**src/verilog/pscl_pkg.sv**
```systemverilog
`default_nettype none
package pscl_pkg;
  // Core clock period in ns
  localparam int CORE_CLK_NS = 100;
  // Power-on hold of the status output
  localparam int POR_DELAY_US = 100;
  localparam int POR_CYCLES = (POR_DELAY_US * 1000) / CORE_CLK_NS;
  // Minimum strobe width for reconfiguration and watchdog restart
  localparam int STROBE_MIN_NS = 250;
  localparam int STROBE_CYCLES = (STROBE_MIN_NS + CORE_CLK_NS - 1) / CORE_CLK_NS;
  // Configuration image length in bits
  localparam int IMAGE_BITS = 64;
  // Falling edges after load-complete that start initialization
  localparam int TRAIL_EDGES = 2;
  // Bit position of the startup-complete enable option in the image
  localparam int INIT_OPT_POS = 0;
  localparam logic [1:0] INIT_OPT_RESET = 2'h0;
endpackage
`default_nettype wire

```
**src/verilog/pscl_top.sv**
```systemverilog
// What this block does
// - In user mode request, status and load-complete are all high
// - Request driven low abandons user mode and starts reconfiguration
// - After power-up status stays low for the power-on delay
// - Load-complete stays low from power-up until loading finishes
// - Load-complete goes high only after every bit is received
// - Serial data pin becomes user I/O after configuration
// - Once its option bit is loaded as 1, startup-complete goes low until initialization ends
`timescale 1ns/1ps
`default_nettype none
module pscl_top #(
  parameter int IMAGE_BITS = pscl_pkg::IMAGE_BITS,
  parameter int POR_CYCLES = pscl_pkg::POR_CYCLES
) (
  input wire logic i_core_clk,
  input wire logic i_reset_n,
  input wire logic i_config_req_n,
  input wire logic i_config_clock,
  input wire logic i_serial_config_in,
  input wire logic i_reconfig_strobe,
  input wire logic i_wdog_reset,
  input wire logic i_user_io_out,
  input wire logic i_user_io_oe,
  output logic o_status_n,
  output logic o_status_n_oe,
  output logic o_load_done,
  output logic o_load_done_oe,
  output logic o_init_done,
  output logic o_user_mode,
  output logic o_user_io_in,
  output logic o_data_pin_out,
  output logic o_data_pin_oe,
  output logic o_wdog_restart
);
  localparam int CW = $clog2(IMAGE_BITS + 1);
  localparam int PW = $clog2(POR_CYCLES + 1);
  localparam int SW = $clog2(pscl_pkg::STROBE_CYCLES + 1);

  // The option bit must fall inside the image and the trailing count must fit its counter
  if (IMAGE_BITS < 2 || POR_CYCLES < 1 || pscl_pkg::INIT_OPT_POS >= IMAGE_BITS ||
      pscl_pkg::TRAIL_EDGES > 3) begin : g_bad_params
    $error("pscl_top: parameter out of range");
  end

  typedef enum logic [2:0] {POR_HOLD, REQ_HOLD, LOADING, TRAILING, USER} pscl_state_e;
  pscl_state_e state_q, state_d;

  // Each link and strobe pin passes two flops, so link edges are seen two core cycles late
  logic req_n_s, clk_s, data_s, recfg_s, wdog_s;
  pscl_sync #(.WIDTH(5)) u_sync (
    .i_core_clk(i_core_clk),
    .i_reset_n(i_reset_n),
    .i_async({i_config_req_n, i_config_clock, i_serial_config_in, i_reconfig_strobe, i_wdog_reset}),
    .o_sync({req_n_s, clk_s, data_s, recfg_s, wdog_s})
  );

  logic clk_prev_q, recfg_prev_q, wdog_prev_q;
  logic [PW-1:0] por_cnt_q;
  logic [CW-1:0] bit_cnt_q;
  logic [1:0] trail_q;
  logic init_opt_q, init_opt_seen_q;
  logic [SW-1:0] recfg_len_q, wdog_len_q;

  wire clk_rise = clk_s && !clk_prev_q;
  wire clk_fall = !clk_s && clk_prev_q;
  wire por_done = (por_cnt_q == PW'(POR_CYCLES));
  wire all_bits = (bit_cnt_q == CW'(IMAGE_BITS));
  wire trail_done = (trail_q == 2'(pscl_pkg::TRAIL_EDGES));
  // A strobe counts only if it stood long enough; short glitches are ignored
  wire recfg_ok = !recfg_s && recfg_prev_q && (recfg_len_q == SW'(pscl_pkg::STROBE_CYCLES));
  wire wdog_ok = !wdog_s && wdog_prev_q && (wdog_len_q == SW'(pscl_pkg::STROBE_CYCLES));
  wire reconfig = !req_n_s || recfg_ok;

  always_comb begin
    state_d = state_q;
    unique case (state_q)
      POR_HOLD: if (por_done) state_d = REQ_HOLD;
      REQ_HOLD: if (req_n_s) state_d = LOADING;
      LOADING: if (!req_n_s) state_d = REQ_HOLD;
        else if (all_bits) state_d = TRAILING;
      TRAILING: if (!req_n_s) state_d = REQ_HOLD;
        else if (trail_done) state_d = USER;
      USER: if (reconfig) state_d = REQ_HOLD;
    endcase
  end

  always_ff @(posedge i_core_clk or negedge i_reset_n) begin
    if (!i_reset_n) begin
      state_q <= POR_HOLD;
      clk_prev_q <= 1'h0;
      recfg_prev_q <= 1'h0;
      wdog_prev_q <= 1'h0;
    end else begin
      state_q <= state_d;
      clk_prev_q <= clk_s;
      recfg_prev_q <= recfg_s;
      wdog_prev_q <= wdog_s;
    end
  end

  // Counts once per power-up only; a later request does not repeat the hold
  always_ff @(posedge i_core_clk or negedge i_reset_n) begin
    if (!i_reset_n) begin
      por_cnt_q <= '0;
    end else if (state_q == POR_HOLD && !por_done) begin
      por_cnt_q <= por_cnt_q + PW'(1);
    end
  end

  // Bits are taken on the rising edge of the link clock while loading
  always_ff @(posedge i_core_clk or negedge i_reset_n) begin
    if (!i_reset_n) begin
      bit_cnt_q <= '0;
      init_opt_q <= pscl_pkg::INIT_OPT_RESET[0];
      init_opt_seen_q <= 1'h0;
    end else if (state_q != LOADING) begin
      if (state_q == REQ_HOLD) begin
        bit_cnt_q <= '0;
        init_opt_seen_q <= 1'h0;
      end
    end else if (clk_rise && !all_bits) begin
      bit_cnt_q <= bit_cnt_q + CW'(1);
      if (bit_cnt_q == CW'(pscl_pkg::INIT_OPT_POS)) begin
        init_opt_q <= data_s;
        init_opt_seen_q <= 1'h1;
      end
    end
  end

  // Falls are counted only after load-complete is released
  always_ff @(posedge i_core_clk or negedge i_reset_n) begin
    if (!i_reset_n) begin
      trail_q <= '0;
    end else if (state_q != TRAILING) begin
      trail_q <= '0;
    end else if (clk_fall && !trail_done) begin
      trail_q <= trail_q + 2'h1;
    end
  end

  // Counters saturate so a long strobe cannot wrap and look short
  always_ff @(posedge i_core_clk or negedge i_reset_n) begin
    if (!i_reset_n) begin
      recfg_len_q <= '0;
      wdog_len_q <= '0;
    end else begin
      if (!recfg_s) recfg_len_q <= '0;
      else if (recfg_len_q != SW'(pscl_pkg::STROBE_CYCLES)) recfg_len_q <= recfg_len_q + SW'(1);
      if (!wdog_s) wdog_len_q <= '0;
      else if (wdog_len_q != SW'(pscl_pkg::STROBE_CYCLES)) wdog_len_q <= wdog_len_q + SW'(1);
    end
  end

  wire user_d = (state_d == USER);
  wire status_low_d = (state_d == POR_HOLD) || (state_d == REQ_HOLD);
  wire opt_on = init_opt_seen_q && init_opt_q;
  // Startup-complete is driven as a plain level with no enable: low once enabled, high in user mode
  wire init_d = !opt_on || user_d;

  // Open-drain pins: the value stays low and the enable does the pulling
  always_ff @(posedge i_core_clk or negedge i_reset_n) begin
    if (!i_reset_n) begin
      o_status_n <= 1'h0;
      o_status_n_oe <= 1'h1;
      o_load_done <= 1'h0;
      o_load_done_oe <= 1'h1;
      o_init_done <= 1'h1;
      o_user_mode <= 1'h0;
      o_user_io_in <= 1'h0;
      o_data_pin_out <= 1'h0;
      o_data_pin_oe <= 1'h0;
      o_wdog_restart <= 1'h0;
    end else begin
      o_status_n <= 1'h0;
      o_status_n_oe <= status_low_d;
      o_load_done <= 1'h0;
      o_load_done_oe <= (state_d == POR_HOLD) || (state_d == REQ_HOLD) || (state_d == LOADING);
      o_init_done <= init_d;
      o_user_mode <= user_d;
      o_user_io_in <= user_d && data_s;
      o_data_pin_out <= i_user_io_out;
      o_data_pin_oe <= user_d && i_user_io_oe;
      o_wdog_restart <= user_d && wdog_ok;
    end
  end

  // Pin-level checks; an enable high means the pin is pulled low
  a_status_por: assert property (@(posedge i_core_clk) disable iff (!i_reset_n)
    (state_q == POR_HOLD) |=> o_status_n_oe) else $error("status released during power-on hold");
  a_load_low: assert property (@(posedge i_core_clk) disable iff (!i_reset_n)
    (state_q == LOADING && !all_bits) |=> o_load_done_oe) else $error("load-complete released early");
  a_user_high: assert property (@(posedge i_core_clk) disable iff (!i_reset_n)
    o_user_mode |-> (!o_status_n_oe && !o_load_done_oe)) else $error("pin low in user mode");
  a_req_exit: assert property (@(posedge i_core_clk) disable iff (!i_reset_n)
    (state_q == USER && !req_n_s) |=> (!o_user_mode && o_status_n_oe)) else $error("request ignored");
  a_trail_two: assert property (@(posedge i_core_clk) disable iff (!i_reset_n)
    (state_q == TRAILING && trail_q == 2'h0) |=> state_q != USER) else $error("user mode too soon");
  a_bit_step: assert property (@(posedge i_core_clk) disable iff (!i_reset_n)
    (state_q == LOADING && req_n_s && clk_rise && !all_bits) |=>
      bit_cnt_q == $past(bit_cnt_q) + CW'(1)) else $error("bit not counted");
  a_init_low: assert property (@(posedge i_core_clk) disable iff (!i_reset_n)
    (opt_on && state_q == TRAILING && !trail_done) |=> !o_init_done)
    else $error("startup-complete high early");
  a_data_user: assert property (@(posedge i_core_clk) disable iff (!i_reset_n)
    o_data_pin_oe |-> o_user_mode) else $error("data pin driven while configuring");
  a_wdog_short: assert property (@(posedge i_core_clk) disable iff (!i_reset_n)
    ($fell(wdog_s) && wdog_len_q < SW'(pscl_pkg::STROBE_CYCLES)) |=> !o_wdog_restart)
    else $error("short watchdog strobe accepted");
  a_recfg_short: assert property (@(posedge i_core_clk) disable iff (!i_reset_n)
    ($fell(recfg_s) && recfg_len_q < SW'(pscl_pkg::STROBE_CYCLES) && state_q == USER && req_n_s)
    |=> o_user_mode) else $error("short reconfiguration strobe accepted");
  a_load_release: assert property (@(posedge i_core_clk) disable iff (!i_reset_n)
    (state_q == TRAILING) |-> !o_load_done_oe) else $error("load-complete held after all bits");
  a_init_user: assert property (@(posedge i_core_clk) disable iff (!i_reset_n)
    o_user_mode |-> o_init_done) else $error("startup-complete low in user mode");
  a_io_idle: assert property (@(posedge i_core_clk) disable iff (!i_reset_n)
    !o_user_mode |-> (!o_user_io_in && !o_data_pin_oe)) else $error("user pin active while loading");
  a_status_req: assert property (@(posedge i_core_clk) disable iff (!i_reset_n)
    (state_q == REQ_HOLD && !req_n_s) |=> o_status_n_oe) else $error("status released under request");
endmodule
`default_nettype wire

```
**src/verilog/pscl_sync.sv**
```systemverilog
`timescale 1ns/1ps
`default_nettype none
module pscl_sync #(
  parameter int WIDTH = 1
) (
  input wire logic i_core_clk,
  input wire logic i_reset_n,
  input wire logic [WIDTH-1:0] i_async,
  output logic [WIDTH-1:0] o_sync
);
  logic [WIDTH-1:0] meta_q;
  always_ff @(posedge i_core_clk or negedge i_reset_n) begin
    if (!i_reset_n) begin
      meta_q <= '0;
      o_sync <= '0;
    end else begin
      meta_q <= i_async;
      o_sync <= meta_q;
    end
  end
endmodule
`default_nettype wire

```
**config.mk**
```make
export PLATFORM = sky130hd
export DESIGN_NAME = pscl_top
export DESIGN_NICKNAME = d
export VERILOG_FILES = /design/src/verilog/pscl_pkg.sv /design/src/verilog/pscl_top.sv /design/src/verilog/pscl_sync.sv
export SDC_FILE = /design/constraint.sdc
export NUM_CORES = 1
export LEC_CHECK = 0
export BUFFER_PORTS_ARGS = -buffer_cell sky130_fd_sc_hd__clkbuf_2
export CELL_PAD_IN_SITES_DETAIL_PLACEMENT = 0
export CELL_PAD_IN_SITES_GLOBAL_PLACEMENT = 1
export CORE_ASPECT_RATIO = 0.5
export CORE_MARGIN = 1.5
export CORE_UTILIZATION = 50
export CTS_CLUSTER_DIAMETER = 120
export DETAILED_ROUTE_END_ITERATION = 8
export PLACE_DENSITY_LB_ADDON = 0.05
export SETUP_SLACK_MARGIN = 0.02
export SLEW_MARGIN = 30
export SYNTH_ARGS = -nofsm -noshare
export SYNTH_HDL_FRONTEND = slang
export SYNTH_HIERARCHICAL = 1
export SYNTH_SLANG_ARGS = --single-unit
```
**constraint.sdc**
```tcl
create_clock -name i_core_clk -period 4.31 [get_ports i_core_clk]
set_input_delay 0.2155 -clock i_core_clk [delete_from_list [all_inputs] [get_ports i_core_clk]]
set_output_delay 0.2155 -clock i_core_clk [all_outputs]
set_load 0.01 [all_outputs]
```
; Yosys cells after proc, flatten, opt, wreduce, memory -nomap -nowiden
; Cells that the tools add are included.
; W data, S select, Z words.
[word_totals]
reg_bits = 49
in_bits = 9
wordCells = 102
output_inout_bits = 10
[op_classes]
muxes = 21
n_addsub = 5
reduce_logical = 35
n_eq_ne = 19
bitwise = 1
[op_table]
columns = op, n
row1 = $mux W3, 7
row2 = $mux W7, 3
row3 = $pmux W3 S5, 1
row4 = $logic_and A1 B1 Y1, 13
row5 = $mux W2, 6
row6 = $add A10 B1 Y10 const B, 1
row7 = $eq A10 B10 Y1 const B, 1
row8 = $eq A3 B2 Y1 const B, 3
row9 = $logic_not A1 Y1, 9
row10 = $ne A2 B2 Y1 const B, 4
row11 = $add A7 B1 Y7 const B, 1
row12 = $eq A7 B7 Y1 const B, 1
row13 = $logic_not A7 Y1, 1
row14 = $add A2 B1 Y2 const B, 3
row15 = $eq A2 B2 Y1 const B, 3
row16 = $eq A3 B1 Y1 const B, 2
row17 = $eq A3 B3 Y1 const B, 2
row18 = $logic_not A3 Y1, 2
row19 = $ne A3 B2 Y1 const B, 2
row20 = $reduce_and A3 Y1, 2
row21 = $reduce_bool A2 Y1, 3
row22 = $logic_or A1 B1 Y1, 4
row23 = $mux W1, 4
row24 = $ne A2 B1 Y1 const B, 1
row25 = other kinds (2), 2

; Longest topological paths before layout
[depth]
depth_word = 9
mapped_depth = 9
mapped_depth_nobuf = 8

; Hierarchy
; Netlist, hierarchy kept.
[by_module_without_submodules]
columns = module, instances, seq_area_each_um2, area_each_um2, cells_each
row1 = pscl_top, 1, 979.7, 1870.5, 171
row2 = pscl_sync, 1, 250.2, 250.2, 10

; Worst setup path after synthesis
; OpenSTA, ideal clock, no wires.
[synth_timing]
path_kind = register to register
start = register por_cnt_q[0]
end = register por_cnt_q[1]
path_stages_with_launch = 9
setup_time_ns = 0.128
n_path_buf = 0
synth_period_minus_slack_ns = 2.043
arrival_ns = 1.915
slack_ns = 2.267
required_time_ns = 4.182
path_cell_list = dfrtp_1 inv_1 ha_1 nand4b_1 or3_4 o211ai_2 o211ai_4 nor2_1 mux2_1
[synth_between]
elab_chain_cells = 3
elab_cells_between_ends = 4
classes_between = add/sub (1) / eq/ne (1) / reduce/logical (2)
[synth_rtl]
columns = element, line
row1 = from (decl), pscl_top.sv:58  ; logic [PW-1:0] por_cnt_q;
row2 = from (signal assigned), pscl_top.sv:106  ; por_cnt_q <= por_cnt_q + PW'(1);
row3 = branches (longest 3 deep; another with $add A10 B1 Y10), n/a
; Parallel ways; which one is timed is not known.
; A chain may end at the register's enable or synchronous reset.

==> results by group <==
Global route
  • Total grt overflow: 0
  • Overall Global Routing Usage: 0.161
  • Largest net degree at the start of global routing: 50
  • Initial antenna violation count: 0
  • Vias in the first global route: 1236
  • Global-route wire length before repair: 5660 microns

Yosys
  • Synth async-reset ratio: 1.00
  • Number of synthesized flops with an enable pin: 0
  • Top_reg_cell synth: dfrtp_1
  • Post-Syn Instances: 181
  • Register bit total from synthesis: 49
  • Area contributors post-synth: dfrtp_1, xor2_1, ha_1
  • Seq/Total Area, Yosys: 0.580
  • Syn avg cell area: 11.7 sq um
  • Synthesis Warnings: 6
  • Library cells used by synthesis: 40
  • Top cell type's share of synthesized area: 0.543
  • Mapped cell area: 2120 sq um
  • Largest area contributor in the netlist: dfrtp_1

Clock network
  • Number of clock sinks: 49
  • Clock transition at path regs: 80 ps
  • Longest Clk Path Bufs: 2
  • H-tree depth: 2
  • Clk_lat worst skew: 290 ps
  • Root buf cell: clkbuf_8
  • Post-CTS Setup Inserts: 0
  • Clock tree from TritonCTS: yes
  • CTS Hold Bufs: 0
  • PostCTS Resize Cnt: 0
  • TritonCTS Buffers: 5

Setup path
  • Critical path required time: 4490 ps
  • Kind of critical path: reg2reg
  • R2R Path End: por_cnt_q[1]
  • Crit path capture type: flop
  • R2R cell count: 9
  • Reg2Reg Launch Point: bit_cnt_q[0]
  • Reg2reg setup slack: 2140 ps
  • Crit Path Max Fanout: 11
  • Crit. Startpoint: bit_cnt_q[0]
  • Worst Setup Start Kind: flop
  • Critical path arrival: 2350 ps

STA
  • Final setup viols: 0
  • Slew headroom: 0.606
  • Unrepaired setup endpoints after global routing: false
  • Fmax: 462 MHz
  • Worst slew pin tran: 591 ps
  • Worst clock skew: 5.24 ps
  • Final min period: 2170 ps
  • Setup TNS: 0 ps
  • Hold Fails Final Rpt: 0
  • Fin crit share: 0.503
  • Final Slew Violations: 0

Pwr
  • Net Switching: 169 uW
  • Sequential Power Share: 0.610
  • Total Power: 790 uW
  • Switch share: 0.214
  • P per Cell Area: 337 nW/um^2
  • Leakage: 0.00112 uW
  • Clock power frac: 0.338
  • Logic gate share of total power: 0.052
  • Int Power: 621 uW
  • Peak VDD IR: 0.160 mV

Cells and area
  • Share of layout cells above drive strength 1: 0.188
  • FILL cells: 349
  • Most frequent cells in the layout: dfrtp_1, nor2_1, clkbuf_2
  • ANT cells: 0
  • Most common cell after layout, fill and taps aside: dfrtp_1
  • Fin nets: 218
  • Area added between synthesis and finish: 10.6%

Floorplan
  • IO Pins: 19
  • Die X: 95.1 microns
  • Core area: 3980 sq um
  • Die area: 4660 sq um
  • Die H: 49.1 microns
  • FP Rows: 16
  • Initial core utilization: 0.532

Route
  • WL final: 3200 microns
  • Post-route ant nets: 0
  • TritonRoute pass-1 iters: 4
  • DR vias: 1308
  • Starting DRT DRC Count: 63
  • # DRC: 0
  • Wire per inst: 12.5 microns
  • Drt via density: 5.11

Min path
  • Hold Path Class: in2async

Placed design
  • Final HPWL DP: 2250 microns
  • Port Buffers: 16
  • GPL Wtd Cong: 0.852

Run status
  • Run status: finished clean

Run
  • Max-cap violations: 0
-- worst max path at each step --
stage / to / slack (ps)
final: por_cnt_q[1] / 2140
after global routing: por_cnt_q[1] / 1930
after CTS: por_cnt_q[1] / 2110
after detailed placement: por_cnt_q[1] / 2130
after global placement: por_cnt_q[1] / 2170
after floorplan: por_cnt_q[1] / 2270
-- state kept, by name (all words and copies together), names as in the netlist, 2 cells and up --
name           flops
por_cnt_q         10
recfg_len_q        2
trail_q            2
wdog_len_q         2
bit_cnt_q          7
u_sync/meta_q      5
u_sync/o_sync      5
state_q            3
-- metal layers --
layer  up-vias  wire (microns)  track usage
met2        21            1450        0.246
met3         5             125       0.0561
met5         -               0            0
met1       634            1600        0.219
li1        648               -            -
met4         0              28       0.0448
-- stage by stage --
step	setup WS [ps]	area, sq um	util	hold slack, ps	std cells
2_1_floorplan	2270	2120	-	-80.1	182
3_3_place_gp	2170	2260	0.567	323	249
3_5_place_dp	2130	2260	0.567	325	249
4_1_cts	2110	2340	0.589	15.8	256
5_1_grt	1930	2340	0.589	1.90	256
6_report	2140	2340	0.589	6.49	256
-- area by class of cell --
cell class / count / area [sq um] / area share
flip-flops and latches: 49 / 1230 / 0.525
well taps: 54 / 67.6 / 0.0288
inverters: 11 / 41.3 / 0.0176
repair buffers: 18 / 95.1 / 0.0406
clock buffers: 7 / 86.3 / 0.0368
multi-input cells: 117 / 825 / 0.352
-- cells by family after synthesis --
group,share of synthesized area
multiplexers,0.0301
XOR/XNOR,0.0743
buffers and inverters,0.0330
adder cells (fa/ha/maj),0.0413
AO/OA/AOI/OAI,0.0566
flip-flops,0.580
other,0.00177
AND/OR/NAND/NOR,0.183
-- worst max-delay path, cell delays in order, from the launching register on --
cell and delay [ps]:
dfrtp_1 430, inv_1 90, ha_1 140, nand2b_1 50, nor4_1 370, a41oi_1 190, a21oi_1 170, buf_4 200
nor2_1 90, mux2_1 320
-- synth_stat cells, types with 2 or more instances --
cell type and number:
nor3_1 5, mux2i_1 3, or3_1 2, xnor2_1 6, nand2_1 10, dfstp_2 3
nor2_1 17, a21oi_1 4, nor4_2 3, o21ai_0 4, nand3_1 7, nand4_1 4
inv_1 11, mux2_2 2, dfrtp_1 46, nor2b_1 5, and3_1 3, buf_4 2
and2_1 4, nand2b_1 2, xor2_1 12, buf_2 2, ha_1 7
-- power by group through the flow --
stage	combinational, uW	clock, uW	sequential [uW]
final	40.8	267	482
after detailed placement	42.7	0	491
after floorplan	26.6	0	490
after global routing	47.9	293	485
after CTS	42.8	273	482
after global placement	40.9	0	491
(Power assumes the default switching activity.)
